[config.mk]
export PLATFORM = sky130hd
export DESIGN_NAME = rcw_top
export DESIGN_NICKNAME = d
export VERILOG_FILES = /design/src/include/rcw_pkg.sv /design/src/design/rcw_top.sv /design/src/design/rcw_wd_core.sv
export VERILOG_INCLUDE_DIRS = /design/src /design/src/include
export SDC_FILE = /design/constraint.sdc
export NUM_CORES = 1
export LEC_CHECK = 0
export ABC_CLOCK_PERIOD_IN_PS = 10000
export BUFFER_PORTS_ARGS = -buffer_cell sky130_fd_sc_hd__buf_2
export CELL_PAD_IN_SITES_DETAIL_PLACEMENT = 1
export CELL_PAD_IN_SITES_GLOBAL_PLACEMENT = 2
export CORE_MARGIN = 3
export CORE_UTILIZATION = 37
export CTS_BUF_LIST = sky130_fd_sc_hd__clkbuf_4 sky130_fd_sc_hd__clkbuf_8
export CTS_CLUSTER_DIAMETER = 200
export DETAILED_ROUTE_END_ITERATION = 7
export PLACE_DENSITY = 0.88
export SLEW_MARGIN = 20
export SYNTH_ARGS = -nofsm -noshare
export SYNTH_HDL_FRONTEND = slang
export SYNTH_SLANG_ARGS = --single-unit
export TNS_END_PERCENT = 20
[constraint.sdc]
create_clock -name clk -period 10 [get_ports clk]
set_clock_uncertainty 0.15 [all_clocks]
set_input_delay 0.5 -clock clk [delete_from_list [all_inputs] [get_ports clk]]
set_output_delay 0.5 -clock clk [all_outputs]
set_load 0.02 [all_outputs]
[src/include/rcw_cfg.svh]
`ifndef RCW_CFG_SVH
`define RCW_CFG_SVH
// Register byte addresses (printed offset 0x0FD7 is not word aligned)
`define RCW_ADDR_BORCTL 12'h0EE0
`define RCW_ADDR_CAUSE 12'h0FD7
`define RCW_ADDR_WDCTL 12'h0F00
`define RCW_ADDR_WDSTAT 12'h0F04
// Offset 0x0FD7 is not a multiple of four: the address port takes the offsets as indices, WDSTAT at 0x0F01
`define RCW_IDX_BORCTL 14'h0EE0
`define RCW_IDX_CAUSE 14'h0FD7
`define RCW_IDX_WDCTL 14'h0F00
`define RCW_IDX_WDSTAT 14'h0F01
// Field positions
`define RCW_BIT_SW_BROWNOUT_ENABLE 7
`define RCW_BIT_BRDY 0
`define RCW_BIT_SEN 0
`define RCW_WDPS_LSB 1
`define RCW_WDCS_LSB 8
`define RCW_WIN_LSB 11
// Reset values and the software brown-out mode code
`define RCW_CAUSE_POR 8'h3C
`define RCW_WDPS_RST 5'h0B
`define RCW_WIN_RST 3'h7
`define RCW_BOR_MODE_SW 2'h1
// Watchdog mode codes
`define RCW_WD_OFF 2'h0
`define RCW_WD_SW 2'h1
`define RCW_WD_AWAKE 2'h2
`define RCW_WD_ON 2'h3
// Prescale limits and brown-out warm-up
`define RCW_WDPS_MAX 5'h12
`define RCW_BOR_WARM_US 10
`define RCW_CLK_MHZ 100
`define RCW_BOR_WARM_CYC (`RCW_BOR_WARM_US * `RCW_CLK_MHZ)
`endif

[src/include/rcw_pkg.sv]
package rcw_pkg;
  typedef enum logic [1:0] {
    RCW_IDLE,
    RCW_ACK
  } rcw_bus_type;

  typedef struct packed {
    logic stack_overflow;
    logic stack_underflow;
    logic wd_window_violation;
    logic wd_timeout;
    logic ext_reset_pin;
    logic reset_instr;
    logic power_on;
    logic brownout;
  } rcw_cause_type;

  typedef struct packed {
    logic [1:0] brownout_cfg_mode;
    logic [1:0] wd_mode_cfg;
    logic wd_cfg_clock_select;
  } rcw_cfg_type;
endpackage

[src/design/rcw_top.sv]
// Implementation choice: the Avalon-MM slave port.
`timescale 1ns/1ps
`include "rcw_cfg.svh"
module rcw_top
  import rcw_pkg::*;
(
  // Clock and reset (rst_n is the power-on domain reset)
  input wire logic clk,
  input wire logic rst_n,
  // Avalon-MM slave
  input wire logic [13:0] avs_address,
  input wire logic avs_read,
  input wire logic avs_write,
  input wire logic [31:0] avs_writedata,
  input wire logic [3:0] avs_byteenable,
  output logic [31:0] avs_readdata,
  output logic avs_waitrequest,
  output logic [1:0] avs_response,
  // Configuration straps, static
  input wire logic [1:0] brownout_cfg_mode,
  input wire logic [1:0] wd_mode_cfg,
  input wire logic wd_cfg_clock_select,
  // Reset causes, events and status levels from other clock domains
  input wire logic brownout_event,
  input wire logic ext_reset_pin_event,
  input wire logic reset_instr_event,
  input wire logic stack_overflow_event,
  input wire logic stack_underflow_event,
  input wire logic brownout_circuit_ready,
  input wire logic sleep,
  input wire logic wd_clear_instr,
  input wire logic low_freq_osc,
  input wire logic mid_freq_osc,
  // Outputs
  output logic brownout_reset_enable,
  output logic wd_active,
  output logic wd_low_freq_osc_en,
  output logic wd_mid_freq_osc_en,
  output logic device_reset_req
);
  localparam int NSYNC = 10;

  typedef struct packed {
    logic [NSYNC-1:0] s1;
    logic [NSYNC-1:0] s2;
    logic [NSYNC-1:0] s3;
    rcw_cause_type cause;
    logic sw_brownout_enable;
    logic brownout_ready;
    logic wd_sw_enable;
    logic [2:0] wd_reg_clock_select;
    logic [4:0] wd_prescale;
    logic [2:0] wd_window;
    logic wd_arm;
    logic first;
    rcw_bus_type bus;
    logic [31:0] rdata;
    logic [1:0] resp;
    logic bor_en;
    logic wd_act;
    logic lf_en;
    logic mf_en;
    logic rst_req;
  } rcw_state_type;

  rcw_state_type state;
  rcw_state_type next_state;
  logic wd_timeout;
  logic wd_violation;
  logic [4:0] wd_top;
  logic [NSYNC-1:0] raw_in;
  logic [NSYNC-1:0] sy;
  logic [NSYNC-1:0] rise;
  logic tick;
  logic wd_run;
  logic wr_hit;

  // ==========================================================
  // Input synchronisers
  // ==========================================================
  assign raw_in = {mid_freq_osc, low_freq_osc, wd_clear_instr, sleep, brownout_circuit_ready,
    stack_underflow_event, stack_overflow_event, reset_instr_event, ext_reset_pin_event,
    brownout_event};
  assign sy = state.s2;
  assign rise = state.s2 & ~state.s3;

  function automatic logic [31:0] word_of(input logic [7:0] b);
    word_of = {24'h00_0000, b};
  endfunction

  function automatic logic lane_wr(input logic [3:0] be, input logic [13:0] a);
    lane_wr = be[0] && (avs_address == a);
  endfunction

  // ==========================================================
  // Watchdog mode and clock source
  // ==========================================================
  always_comb begin
    case (wd_mode_cfg)
      `RCW_WD_ON: wd_run = 1'b1;
      `RCW_WD_AWAKE: wd_run = !sy[6];
      `RCW_WD_SW: wd_run = state.wd_sw_enable;
      `RCW_WD_OFF: wd_run = 1'b0;
      default: wd_run = 1'b0;
    endcase
  end

  // Tick from whichever slow oscillator is enabled
  assign tick = (state.lf_en && rise[8]) || (state.mf_en && rise[9]);

  rcw_wd_core u_wd (
    .clk(clk),
    .rst_n(rst_n),
    .run(wd_run),
    .tick(tick),
    .clear(rise[7]),
    .arm(state.wd_arm),
    .prescale(state.wd_prescale),
    .window(state.wd_window),
    .timeout(wd_timeout),
    .violation(wd_violation),
    .top_bits(wd_top)
  );

  // ==========================================================
  // Next state
  // ==========================================================
  always_comb begin
    next_state = state;
    next_state.s1 = raw_in;
    next_state.s2 = state.s1;
    next_state.s3 = state.s2;
    next_state.first = 1'b0;
    next_state.wd_arm = 1'b0;
    next_state.rst_req = 1'b0;
    wr_hit = 1'b0;

    // Enable follows software bit only in software brown-out mode
    next_state.bor_en = (brownout_cfg_mode == `RCW_BOR_MODE_SW) ? state.sw_brownout_enable :
      brownout_cfg_mode[1];
    // Ready only when the circuit is enabled and has warmed up
    next_state.brownout_ready = sy[5] && state.bor_en;
    next_state.wd_act = wd_run;
    if (wd_mode_cfg[1]) begin
      next_state.lf_en = wd_run && !wd_cfg_clock_select;
      next_state.mf_en = wd_run && wd_cfg_clock_select;
    end else begin
      next_state.lf_en = wd_run && (state.wd_reg_clock_select == 3'h0);
      next_state.mf_en = wd_run && (state.wd_reg_clock_select == 3'h1);
    end

    // Bus: one wait cycle, then acknowledge
    case (state.bus)
      RCW_IDLE: begin
        if (avs_read || avs_write) begin
          next_state.bus = RCW_ACK;
          next_state.resp = 2'h0;
          next_state.rdata = 32'h0000_0000;
          case (avs_address)
            `RCW_IDX_BORCTL: next_state.rdata = word_of({state.sw_brownout_enable, 6'h00,
              state.brownout_ready});
            `RCW_IDX_CAUSE: next_state.rdata = word_of(state.cause);
            `RCW_IDX_WDCTL: begin
              next_state.rdata = {18'h0_0000, state.wd_window, state.wd_reg_clock_select,
                2'h0, state.wd_prescale, state.wd_sw_enable};
              // Reading arms the next window clear
              next_state.wd_arm = avs_read;
            end
            `RCW_IDX_WDSTAT: next_state.rdata = {25'h000_0000, wd_top, wd_run, 1'b0};
            default: next_state.resp = 2'h2;
          endcase
          if (avs_write) begin
            next_state.rdata = 32'h0000_0000;
            wr_hit = 1'b1;
          end
        end
      end
      RCW_ACK: next_state.bus = RCW_IDLE;
      default: next_state.bus = RCW_IDLE;
    endcase

    if (wr_hit) begin
      if (lane_wr(avs_byteenable, `RCW_IDX_BORCTL)) begin
        next_state.sw_brownout_enable = avs_writedata[`RCW_BIT_SW_BROWNOUT_ENABLE];
      end
      if (lane_wr(avs_byteenable, `RCW_IDX_CAUSE)) begin
        // Plain store: no write ever requests a reset
        next_state.cause = rcw_cause_type'(avs_writedata[7:0]);
      end
      if (lane_wr(avs_byteenable, `RCW_IDX_WDCTL)) begin
        next_state.wd_sw_enable = avs_writedata[`RCW_BIT_SEN];
        next_state.wd_prescale = avs_writedata[`RCW_WDPS_LSB +: 5];
      end
      if (avs_byteenable[1] && avs_address == `RCW_IDX_WDCTL) begin
        next_state.wd_reg_clock_select = avs_writedata[`RCW_WDCS_LSB +: 3];
        next_state.wd_window = avs_writedata[`RCW_WIN_LSB +: 3];
      end
    end

    // Hardware cause updates win over a same-cycle write
    if (rise[3]) next_state.cause.stack_overflow = 1'b1;
    if (rise[4]) next_state.cause.stack_underflow = 1'b1;
    if (wd_violation) next_state.cause.wd_window_violation = 1'b0;
    if (wd_timeout && !sy[6]) next_state.cause.wd_timeout = 1'b0;
    if (rise[1]) next_state.cause.ext_reset_pin = 1'b0;
    if (rise[2]) next_state.cause.reset_instr = 1'b0;
    if (rise[0]) begin
      // Brown-out presets the cause flags and the software enable like power-on, but keeps power-on flag
      next_state.cause = rcw_cause_type'(`RCW_CAUSE_POR);
      next_state.cause.power_on = state.cause.power_on;
      next_state.cause.brownout = 1'b0;
      next_state.sw_brownout_enable = 1'b1;
    end
    if (wd_violation || (wd_timeout && !sy[6]) || rise[3] || rise[4]) begin
      next_state.rst_req = 1'b1;
    end

    // Power-on: first cycle after rst_n release marks power-on cause
    if (state.first) begin
      next_state.cause.power_on = 1'b0;
    end
  end

  // ==========================================================
  // State register
  // ==========================================================
  always_ff @(posedge clk) begin
    if (!rst_n) begin
      state <= '0;
      state.cause <= rcw_cause_type'(`RCW_CAUSE_POR);
      state.sw_brownout_enable <= 1'b1;
      state.wd_prescale <= `RCW_WDPS_RST;
      state.wd_window <= `RCW_WIN_RST;
      state.first <= 1'b1;
      state.bus <= RCW_IDLE;
    end else begin
      state <= next_state;
    end
  end

  // ==========================================================
  // Outputs
  // ==========================================================
  assign avs_readdata = state.rdata;
  assign avs_waitrequest = (state.bus != RCW_ACK);
  assign avs_response = state.resp;
  assign brownout_reset_enable = state.bor_en;
  assign wd_active = state.wd_act;
  assign wd_low_freq_osc_en = state.lf_en;
  assign wd_mid_freq_osc_en = state.mf_en;
  assign device_reset_req = state.rst_req;
endmodule

[src/design/rcw_wd_core.sv]
`timescale 1ns/1ps
// Window watchdog counter on the slow tick; tick frequency set outside.
module rcw_wd_core
  import rcw_pkg::*;
(
  // Clock and reset
  input wire logic clk,
  input wire logic rst_n,
  // Control
  input wire logic run,
  input wire logic tick,
  input wire logic clear,
  input wire logic arm,
  input wire logic [4:0] prescale,
  input wire logic [2:0] window,
  // Results
  output logic timeout,
  output logic violation,
  output logic [4:0] top_bits
);
  typedef struct packed {
    logic [27:0] count;
    logic armed;
    logic timeout;
    logic violation;
  } rcw_wd_state_type;

  rcw_wd_state_type state;
  rcw_wd_state_type next_state;
  logic [4:0] ps;
  logic [27:0] limit;
  logic [4:0] top;
  logic open_win;

  always_comb begin
    ps = (prescale > `RCW_WDPS_MAX) ? 5'h00 : prescale;
    // Period of 2^(ps+5) ticks: 1 ms steps up to 256 s on a 31 kHz tick
    limit = 28'h000_0001 << (ps + 5'h05);
    top = 5'(state.count >> (ps + 5'h00));
    // Window open when the top bits pass the closed fraction
    open_win = ({2'h0, top[4:2]} >= 5'(3'h7 - window));
    next_state = state;
    next_state.timeout = 1'b0;
    next_state.violation = 1'b0;
    if (!run) begin
      next_state.count = 28'h000_0000;
      next_state.armed = 1'b0;
    end else begin
      if (arm) begin
        next_state.armed = 1'b1;
      end
      if (clear) begin
        // Clear outside the window or when not armed is a violation; the count restarts either way
        if (!open_win || !state.armed) begin
          next_state.violation = 1'b1;
        end
        next_state.count = 28'h000_0000;
        next_state.armed = 1'b0;
      end else if (tick) begin
        if (state.count + 28'h000_0001 >= limit) begin
          next_state.timeout = 1'b1;
          next_state.count = 28'h000_0000;
        end else begin
          next_state.count = state.count + 28'h000_0001;
        end
      end
    end
  end

  always_ff @(posedge clk) begin
    if (!rst_n) begin
      state <= '0;
    end else begin
      state <= next_state;
    end
  end

  assign timeout = state.timeout;
  assign violation = state.violation;
  assign top_bits = top;
endmodule

Word level (Yosys, flattened, before mapping)
Index checks and enable logic that the tools add are counted.
Widths: inputs -> output; s select.

word-level totals
  register bits after elaboration = 125
  input bits = 69
  output and inout bits = 40
  word-level logic and storage cells = 139

cells by class
  add/subtract/negate cells = 3
  $lt $le $gt $ge = 3
  equality and inequality tests = 9
  shifts and indexed selects = 2
  multiplexer cells = 27
  bitwise logic cells = 7
  reductions and logical operators = 57

operator list
  cell                   number
  $eq 14x12->1 const B   4
  $pmux 14 s4            1
  $mux 42                1
  $mux 35                1
  $mux 34                1
  $mux 32                1
  $add 28x1->28 const B  1
  $ge 28x28->1           1
  $mux 28                1
  $shl 1x5->28 const A   1
  $shr 28x5->5           1
  $reduce_and 2->1       12
  $reduce_bool 2->1      12
  $mux 1                 14
  $logic_and 1x1->1      12
  $and 10x10->10         1
  $not 10->10            1
  $mux 9                 1
  $mux 8                 1
  $reduce_or 4->1        2
  $logic_or 1x1->1       6
  $mux 2                 3
  $reduce_and 3->1       2
  $add 5x3->5 const B    1
  15 further kinds       26

Logic depth before layout (Yosys ltp)
Gate-level depths: netlist (run 1).

  depth in word-level cells = 8
  gate-level depth with buffers = 15
  gate-level depth less buffers = 13

Hierarchy
A second synthesis (run 1) with hierarchy kept.

unflattened totals
  cells, all modules = 858
  area total of the unflattened synthesis = 6907.9 um^2

modules (own cells, without submodules)
  module       instances  cells each  area each (um^2)  sequential area each (um^2)
  rcw_wd_core  1          528         3798.6            620.6
  rcw_top      1          330         3109.2            1461.4

Least setup slack after synthesis (run 1)
Ideal clock, no wire load.

  path kind = register -> register
  start = reg u_wd.state[17] (netlist name)
  end = reg u_wd.state[22] (netlist name)
  setup time = 0.117 ns
  data arrival time = 3.543 ns
  data required time = 9.733 ns
  path slack = 6.190 ns
  stages on the path, launching flop included = 16
  period minus slack after synthesis = 3.810 ns
  path through = dfxtp_1 clkbuf_1 and4_1 and4_1 nand2_1 or2_2 xnor2_1 ha_1 nand4_1 or4_1 a2111o_1 a31o_1 buf_6 buf_8 a41o_1 a22o_1

between the ends
  word-level cells in the longest chain between the ends = 3

ends and longest elaborated chain
  element                   line                                  source
  start: declaration        rcw_wd_core.sv:28                     rcw_wd_state_type state;
  start signal: assignment  rcw_wd_core.sv:74                     state <= next_state;
  $add 28x1->28 (*)         rcw_wd_core.sv:60, rcw_wd_core.sv:64
  $ge 28x28->1              rcw_wd_core.sv:60                     if (state.count + 28'h000_0001 >= limit) begin
  $mux 28 (*)               rcw_wd_core.sv:60

Every way passes the cells marked *; elsewhere a longest branch is shown, timed or not.
A chain may end at the register's enable or synchronous reset.

Final worst setup path (run 1)
  start = reg u_wd.state[3] (netlist name)
  end = reg u_wd.state[9] (netlist name)

Same word-level chain as after synthesis.

==> results of run 1 <==
[per-stage QoR]
| stage | instances | total power, W | utilization | cell area, um^2 |
|---|---|---|---|---|
| after floorplan | 834 | 0.0004733 | - | 6730 |
| after global placement | 1043 | 0.0004885 | 0.3962 | 6900 |
| after detailed placement | 1043 | 0.0004900 | 0.3962 | 6900 |
| after CTS | 1059 | 0.0007848 | 0.4088 | 7121 |
| after global routing | 1059 | 0.0008063 | 0.4088 | 7121 |
| final | 1059 | 0.0007742 | 0.4088 | 7121 |
[placed cells by master, fill, tap and decap left out, types with 4 or more instances in the layout]
cell,count
nand2_1,74
nor2_1,73
ha_1,32
nor4_1,6
a2bb2oi_1,4
a22oi_1,13
a41o_1,11
buf_4,6
o211ai_1,10
nand3_1,39
and2_1,32
a21oi_1,27
nand4_1,15
xnor2_1,21
nor3_1,19
mux2i_1,24
and4_1,7
nand2b_1,10
o21ai_0,26
or3_1,4
a211oi_1,6
and3_1,7
buf_2,69
a221oi_1,6
clkbuf_8,9
a22o_1,25
o31ai_1,4
nor2b_1,11
a31oi_1,6
dfxtp_1,104
inv_1,18
xor2_1,4
conb_1,28
o22ai_1,8
[state kept, by name, summed over array words and instances, names as in the netlist]
| name | cells |
|---|---|
| avs_readdata | 14 |
| avs_response | 1 |
| brownout_reset_enable | 1 |
| device_reset_req | 1 |
| next_state | 10 |
| state | 33 |
| sy | 10 |
| u_wd.state | 29 |
| u_wd.timeout | 1 |
| u_wd.violation | 1 |
| wd_active | 1 |
| wd_low_freq_osc_en | 1 |
| wd_mid_freq_osc_en | 1 |
[power by group through the flow]
stage	clock network (W)	registers, W	logic, W
finish	0.000294	0.000425	0.0000555
global route	0.000319	0.000426	0.0000619
CTS	0.000304	0.000425	0.0000558
detailed placement	0	0.000434	0.0000557
global placement	0	0.000434	0.0000548
floorplan	0	0.000434	0.0000391
[cells by family after synthesis]
group,Yosys count,share of synthesized area
simple gates,325,0.2600
xor+xnor,25,0.03301
mux,26,0.03961
other cells,2,0.001132
buf+inv,110,0.08809
fa+ha+maj,32,0.06037
compound gates,184,0.2039
flops,104,0.3139
[per-layer routing]
| layer | wire [um] | up-vias | share of wire | GRT usage |
|---|---|---|---|---|
| met3 | 811 | 31 | 0.040 | 0.03127 |
| li1 | - | 2925 | - | - |
| met5 | 0 | - | 0 | 0 |
| met4 | 377 | 0 | 0.018 | 0.05966 |
| met1 | 9781 | 3047 | 0.48 | 0.2895 |
| met2 | 9421 | 148 | 0.46 | 0.3272 |
[worst paths after layout]
| check | to | slack, ns | cells past startpoint |
|---|---|---|---|
| worst max-delay path | u_wd.state[9]$_SDFFE_PP0P_ | 4.95 | 12 |
| worst min-delay path | next_state[80]$_SDFF_PN0_ | 0.14 | 2 |
| worst max register to register | u_wd.state[9]$_SDFFE_PP0P_ | 4.95 | 12 |
| worst min register to register | state[58]$_SDFFE_PP0P_ | 0.28 | 1 |
[layout make-up]
type,instances,area [um^2],share of cell area
clock buffer,9,123.9,0.01740
clock inverter,7,96.34,0.01353
inverter,19,71.32,0.01002
multi-input combinational,620,4075,0.5723
sequential,104,2082,0.2924
tap,225,281.5,0.03954
timing repair buffer,75,390.4,0.05482
[critical path, stage by stage (launching register included)]
cell	delay [ns]
dfxtp_1	0.61
ha_1	0.39
nand4_1	0.22
nor4_1	0.83
nand3_1	0.28
xnor2_1	0.20
ha_1	0.31
nand2_1	0.05
or4_1	0.49
a2111o_1	0.32
a31oi_1	0.50
nor3_4	0.28
a22o_1	0.30
==> metrics.yaml, run 1 <==
outcome: "complete, no violations"
die_h_um: 139.9
buffer_ports.inserted: 69
slew_viol_final: 0
rows: 48
worstReg2RegStart: "u_wd.state[3]$_SDFFE_PP0P_"
slew_headroom: 0.2961
switching_share: 0.2912
crit_required_ns: 10.14
crit_type: "flop to flop"
clk_pin_slew_ns: 0.13
power_switching_w: 0.0002254
gp_congestion: 0.9417
grt_pass1_vias: 6063
wl_per_cell_um: 19.26
antenna_cells: 0
yosysUniqueCellTypes: 77
tightest_slew_ns: 1.052
area_growth_pct: 7.357
initial_utilization: 0.3808
postSynthAreaPerCell_um2: 8.209
synth_edf_count: 0
path_max_fanout: 23
initialDrtViolationCount: 396
whs_ns: 0.1419
fin_crit_sh: 0.5050
ios: 109
drtPass1Iterations: 7
clock_sinks: 104
setup_violations: 0
cp-start-kind: "flop"
synth_top_area_frac: 0.3139
ys_seq_elements: 104
powerDensity_nw_per_um2: 108.7
nets: 930
finalSetupTns_ns: 0
internal_power_w: 0.0005488
antenna_found_initial: 0
arrival_ns: 5.19
async_flop_share: 0
synth_area_leader_cell: "dfxtp_1"
fillers: 2144
grt_max_degree: 45
dieArea_um2: 19570
drc: 0
syn_inst: 808
synth_area_um2: 6633
vias: 6151
cap_violations: 0
synth_common_cells: "104 x dfxtp_1, 74 x nand2_1, 73 x nor2_1"
numCtsBuffers: 9
track_usage: 0.2058
ys_top_cells_by_area: "dfxtp_1 31%, ha_1 6.0%, nand2_1 4.2%"
clock_latency_ns: 0.40
clk_path_buf_depth: 2
startpoint: "u_wd.state[3]$_SDFFE_PP0P_"
clock_power_share: 0.380
wl_um: 20390
drt-vias-per-instance: 5.808
pwr-share-seq: 0.549
drtAntennaViolNets: 0
pwr-share-comb: 0.072
die_x_um: 139.9
yosysMostFrequentCell: "dfxtp_1"
cts-resized-gates: 0
cts_tree: "built"
hold_buffers: 0
coreArea_um2: 17420
yosysSeqAreaShare: 0.3139
rsz0062_at_grt: "false"
htreeDepth: 3
hp-class: "input pin to flop"
peakVddDrop_v: 0.00006248
grt_pass1_wl_um: 32700
drive_gt1_frac: 0.1247
hp-start: "brownout_circuit_ready"
dp_hpwl_um: 15250
yosysWarnings: 0
hold_violations: 0
finalCriticalPeriod_ns: 5.050
fin_ws_ns: 4.950
crit_path_end_kind: "flop"
synth_ff_type: "dfxtp_1"
cts_root_buffer: "clkbuf_8"
timing.fmax_mhz: 198.0
post_cts_buffers: 0
overflow: 0
preCtsSetupSlack_ns: 4.890
p_leak_nw: 2.919
No activity file was read; power rests on OpenSTA's default activity.
==> run 2, diff against run 1 <==
- ABC_CLOCK_PERIOD_IN_PS: 10000 -> 4000
- CORE_UTILIZATION: 37 -> 31
- PLACE_DENSITY: 0.88 -> 0.79
- clock period: 10 -> 4 ns (I/O delays scaled with it)
==> run 2 against run 1 <==
Final cell count increased by 15%. Combinational power increased to 3.0 times the previous value. Clock-buffer cell count unchanged. Setup slack worse by 4.9 ns. Die area is 18% higher. Wire length rose by 9.6%. Non-clock buffer count is 117 higher. Flip-flop and latch count stayed put. Global-route usage decreased by 1.9 points.
==> metrics.yaml, run 2 (synthesis gave the netlist of run 1 again) <==
grt_pass1_wl_um: 35680  # +9.1%
vias: 6585  # +7.1%
met3_usage: 0.02755  # -0.003722
use_met2: 0.3065  # -0.02065
grtUsageMet1: 0.2547  # -0.03488
slew_viol_final: 0  # unchanged
drtPass1Iterations: 5  # -2
antenna_found_initial: 0  # unchanged
cts_root_buffer: "clkbuf_8"
coreArea_um2: 20620  # +18%
die_x_um: 152.3  # +8.9%
peakVddDrop_v: 0.0001583  # +150%
antenna_cells: 0  # unchanged
layout_common_cells: "99 x dfxtp_1, 85 x buf_4, 73 x nor2_1, 73 x nand2_1, 69 x buf_2"
numCtsBuffers: 9  # unchanged
grt_pass1_vias: 6640  # +9.5%
drc: 0  # unchanged
drive_gt1_frac: 0.2166  # +0.09191
final_cells: 1221  # +15%
cp-start-kind: "flop"
rsz0062_at_grt: "true"
rrSetupSlack_ns: 0.08  # -4.87 ns
min_path_cells: 5  # +3
top_register: "state"
initial_utilization: 0.3216  # -0.05923
post-place-cells: 1168  # +12%
crit_path_end_kind: "flop"
htreeDepth: 3  # unchanged
min_to: "avs_readdata[5]$_SDFFE_PN0P_"
area_growth_pct: 24.17
r2r_end: "u_wd.state[12]$_SDFFE_PP0P_"
worstReg2RegStart: "u_wd.state[3]$_SDFFE_PP0P_"
tightest_slew_ns: 0.8249  # -0.2275 ns
outcome: "complete, no violations"
wl_um: 22340  # +9.6%
wl_per_cell_um: 18.30  # -5.0%
nets: 1047  # +13%
cap_violations: 0  # unchanged
fin_crit_sh: 0.9791  # +0.4742
largest_register_ffs: 33  # unchanged
clock_latency_ns: 0.40  # about the same
clock_sinks: 104  # unchanged
track_usage: 0.1869  # -0.01896
dp_hpwl_um: 16960  # +11%
mostFrequentLayoutCell: "dfxtp_1"
crit_required_ns: 4.13  # -6.01 ns
whs_ns: 0.1030  # -0.03897 ns
finalCriticalPeriod_ns: 3.917  # -1.133 ns
overflow: 0  # unchanged
ios: 109  # unchanged
buffer_ports.inserted: 69  # unchanged
dpl_cell_area_um2: 7570  # +9.7%
cts_tree: "built"
timing.fmax_mhz: 255.3  # +29%
hold_violations: 0  # unchanged
hp-class: "input pin to flop"
hp-start: "avs_address[12]"
p_leak_nw: 3.517  # +21%
die_h_um: 152.3  # +8.9%
total_power_w: 0.001953  # +150%
final_area_um2: 8235  # +16%
powerDensity_nw_per_um2: 237.1  # +120%
finalSetupTns_ns: 0  # unchanged
dieArea_um2: 23190  # +18%
arrival_ns: 4.05  # -1.14 ns
crit_type: "flop to flop"
clk_path_buf_depth: 2  # unchanged
gp_congestion: 0.9208  # -2.2%
setup_violations: 0  # unchanged
drtAntennaViolNets: 0  # unchanged
initialDrtViolationCount: 394  # -0.51%
drt-vias-per-instance: 5.393  # -7.1%
rows: 52  # +8.3%
path_max_fanout: 15  # -35%
slew_headroom: 0.4494  # +0.1533
clk_pin_slew_ns: 0.12  # about the same
grt-busiest-layer: "met2"
grt_max_degree: 44  # -2.2%
rr_worst_depth: 16  # +4
==> run 2: changes by cell type in the layout (fill, tap and decap cells not counted), sizes merged <==
cell / before / now
inv: 24 / 25
buf: 75 / 160
dlygate4sd3: 0 / 32
clkinv: 2 / 1
==> run 2: timing repair <==
| item | in CTS | in global routing |
|---|---|---|
| endpoints found under the hold margin | 36 | 0 |
| endpoints found under the setup margin | 23 | 28 |
| hold buffers | 32 | 0 |
| setup buffers | 2 | 3 |
| gates resized for setup | 3 | 24 |
| pin swaps | 3 | 6 |
==> run 2: metal layers <==
metal	vias to the layer above	part of all wire
met5	-	0
met4	0	0.018
met3	27	0.050
met2	179	0.47
met1	3222	0.46
li1	3157	-
==> run 2: area by class of cell <==
cell class	count	area [um^2]
Clock buffer	9	123.9
Clock inverter	7	93.84
Fill cell	2470	12390
Inverter	19	71.32
Multi-Input combinational cell	620	4134
Sequential cell	104	2091
Tap cell	270	337.8
Timing Repair Buffer	192	1384
==> run 2: critical path, stage by stage (launching register included) <==
cell and delay, ns:
dfxtp_4 0.40, buf_4 0.12, ha_2 0.17, nand4_1 0.14
nor4_2 0.24, buf_4 0.21, nand3_2 0.10, xnor2_1 0.14
ha_1 0.29, nand2_1 0.06, or4_4 0.55, a2111o_1 0.40
a31oi_2 0.19, buf_4 0.18, nor3_4 0.05, buf_8 0.15
a22o_1 0.24
==> run 2: worst max path at each step <==
stage                                  endpoint  slack, ns                        start  depth (start not counted)
global route        u_wd.state[25]$_SDFFE_PP0P_      -0.02   u_wd.state[3]$_SDFFE_PP0P_                         14
detailed placement   u_wd.state[4]$_SDFFE_PP0P_      -0.07   u_wd.state[3]$_SDFFE_PP0P_                         16
finish              u_wd.state[12]$_SDFFE_PP0P_       0.08   u_wd.state[3]$_SDFFE_PP0P_                         16
CTS                  u_wd.state[4]$_SDFFE_PP0P_       0.02   u_wd.state[3]$_SDFFE_PP0P_                         17
floorplan           u_wd.state[22]$_SDFFE_PP0P_       0.19  u_wd.state[17]$_SDFFE_PP0P_                         15
global placement    u_wd.state[10]$_SDFFE_PP0P_       0.06   u_wd.state[3]$_SDFFE_PP0P_                         16
==> run 2: power by group <==
group	internal (W)	switching [W]	total (W)
sequential	0.00105	0.00000687	0.00106
clock	0.000269	0.000456	0.000724
combinational	0.0000723	0.0000959	0.000168
total	0.00139	0.000558	0.00195
==> run 2: stage by stage <==
stage	setup slack [ns]	utilization
final	0.08341	0.3993
after global routing	-0.02250	0.3993
after CTS	0.02245	0.3942
after detailed placement	-0.06999	0.3670
after global placement	0.05597	0.3670
after floorplan	0.1898	-
==> run 3, diff against run 2 <==
- CORE_UTILIZATION: 31 -> 30
- CTS_BUF_LIST: sky130_fd_sc_hd__clkbuf_4 sky130_fd_sc_hd__clkbuf_8 -> sky130_fd_sc_hd__clkbuf_16
- PLACE_DENSITY: 0.79 -> 0.77
==> run 3 against run 2 <==
Via count decreased by 0.26%. Die area is 3.2% higher. Global-route usage is 0.28 points higher. Clock-buffer cell count unchanged. Sequential share of layout area hardly changed. Wire length up 3.4%. Final cell count barely moved. Critical path depth is the same. Flip-flop and latch count unchanged. Worst hold slack worse by 0.083 ns. Combinational power shrank 2%. Largest cell class unchanged. Highest routed layer unchanged.
==> metrics.yaml, run 3 (synthesis gave the netlist of run 1 again) <==
finalCriticalPeriod_ns: 3.875  # -0.04170 ns
tightest_slew_ns: 0.8674  # +0.04245 ns
wl_per_cell_um: 18.93  # +3.5%
slew_headroom: 0.4173  # -0.03214
layout_common_cells: "102 x dfxtp_1, 88 x buf_4, 74 x nand2_1, 73 x nor2_1, 69 x buf_2"
initial_utilization: 0.3106  # -0.01097
vias: 6568  # -0.26%
peakVddDrop_v: 0.0002016  # +27%
slew_viol_final: 0  # unchanged
die_h_um: 154.7  # +1.6%
cap_violations: 0  # unchanged
p_leak_nw: 3.516  # about the same
switching_share: 0.2716  # -0.01434
hold_violations: 0  # unchanged
cp_common_cell: "buf_4"
pwr-share-comb: 0.076  # -0.010
path_cells: "buf_4, and4_4, nand3_1, nor4_2, buf_4, nand4_1, xnor2_1, ha_1, nand2_1, or3_1, a2111o_1, a31oi_1, buf_4, nor3_4, buf_6, a22o_1"
dieArea_um2: 23930  # +3.2%
drc: 0  # unchanged
grt_pass1_vias: 6584  # -0.84%
fin_crit_sh: 0.9687  # -0.01043
max_stage_delay_ns: 0.40  # -0.15 ns
clock_power_share: 0.436  # +0.065
clock_sinks: 104  # unchanged
final_cells: 1220  # -0.082%
coreArea_um2: 21350  # +3.5%
internal_power_w: 0.001580  # +13%
largest_register_ffs: 33  # unchanged
area_growth_pct: 24.15  # about the same
setup_violations: 0  # unchanged
drtPass1Iterations: 5  # unchanged
hp-class: "input pin to flop"
clock_latency_ns: 0.36  # -0.04 ns
powerDensity_nw_per_um2: 263.5  # +11%
arrival_ns: 3.97  # -0.08 ns
dp_hpwl_um: 17280  # +1.9%
crit_type: "flop to flop"
clk_path_buf_depth: 2  # unchanged
antenna_cells: 0  # unchanged
post-place-cells: 1176  # +0.68%
finalSetupTns_ns: 0  # unchanged
drive_gt1_frac: 0.2053  # -0.01132
drtAntennaViolNets: 0  # unchanged
top_register: "state"
gp_congestion: 0.9175  # -0.36%
grt_max_degree: 44  # unchanged
critPathSlowestCell: "or3_1"
final_area_um2: 8234  # about the same
nets: 1041  # -0.57%
cts_tree: "built"
overflow: 0  # unchanged
clk_pin_slew_ns: 0.09  # -0.03 ns
dpl_cell_area_um2: 7611  # +0.55%
crit_required_ns: 4.10  # -0.03 ns
wl_um: 23100  # +3.4%
power_switching_w: 0.0005893  # +5.5%
path_max_fanout: 16  # +1
mostFrequentLayoutCell: "dfxtp_1"
buffer_ports.inserted: 69  # unchanged
antenna_found_initial: 0  # unchanged
numCtsBuffers: 9  # unchanged
drt-vias-per-instance: 5.384  # -0.18%
initialDrtViolationCount: 383  # -2.8%
track_usage: 0.1896  # +0.002759
die_x_um: 154.7  # +1.6%
outcome: "complete, no violations"
cts_root_buffer: "clkbuf_16"
rows: 53  # +1.9%
pwr-share-seq: 0.488  # -0.055
cp-start-kind: "flop"
grt_pass1_wl_um: 36650  # +2.7%
crit_path_end_kind: "flop"
rrSetupSlack_ns: 0.13  # +0.04 ns
htreeDepth: 3  # unchanged
ios: 109  # unchanged
timing.fmax_mhz: 258.1  # +1.1%
run 3: path summary, 6_finish.rpt:
check / start / to / cells past startpoint
max reg2reg: u_wd.state[11]$_SDFFE_PP0P_ / u_wd.state[18]$_SDFFE_PP0P_ / 16
min: wd_mode_cfg[1] / wd_low_freq_osc_en$_SDFF_PN0_ / 3
max: u_wd.state[11]$_SDFFE_PP0P_ / u_wd.state[18]$_SDFFE_PP0P_ / 16
min reg2reg: state[41]$_DFF_P_ / state[58]$_SDFFE_PP0P_ / 1
run 3: repair_timing:
item	4_1_cts	5_1_grt
buffers inserted	0	2
hold endpoints to repair	28	0
hold buffers	26	0
setup endpoints to repair	0	25
gates resized for setup	0	8
run 3: per-layer routing:
layer  wire (um)  track usage  up-vias  part of all wire
li1            -            -     3149                 -
met1       10810       0.2657     3215              0.47
met2       10760       0.3080      175              0.47
met3        1068      0.02546       29             0.046
met4         454      0.04878        0             0.020
met5           0            0        -                 0
run 3: through the flow:
stage / total power, W / hold slack (ns) / worst slack [ns] / util
floorplan: 0.001183 / 0.1674 / 0.1898 / -
global placement: 0.001225 / 0.2268 / 0.1456 / 0.3564
detailed placement: 0.001228 / 0.2321 / 0.04583 / 0.3564
CTS: 0.002202 / 0.002318 / 0.01382 / 0.3837
global route: 0.002262 / 0.02526 / -0.03673 / 0.3856
finish: 0.002170 / 0.02034 / 0.1251 / 0.3856
run 3: final cells by class:
type | instances | area, um^2
Fill cell | 2550 | 13120
Multi-Input combinational cell | 620 | 4093
Sequential cell | 104 | 2087
Timing Repair Buffer | 186 | 1318
Tap cell | 275 | 344.1
Clock buffer | 9 | 225.2
Clock inverter | 7 | 96.34
Inverter | 19 | 71.32
run 3: power groups by stage:
stage | combinational (W) | sequential (W) | clock, W
after floorplan | 0.0000977 | 0.00109 | 0
after global placement | 0.000141 | 0.00108 | 0
after detailed placement | 0.000142 | 0.00109 | 0
after CTS | 0.000163 | 0.00106 | 0.000979
after global routing | 0.000180 | 0.00106 | 0.00102
final | 0.000164 | 0.00106 | 0.000946
run 3: critical path, delay by kind of cell (launching register included):
kind                     cells  cell delay [ns]
AO/OA/AOI/OAI                3             0.82
XOR/XNOR                     1             0.17
adder cells (fa/ha/maj)      1             0.30
buffers and inverters        4             0.69
flip-flops                   1             0.36
AND/OR/NAND/NOR              7             1.27
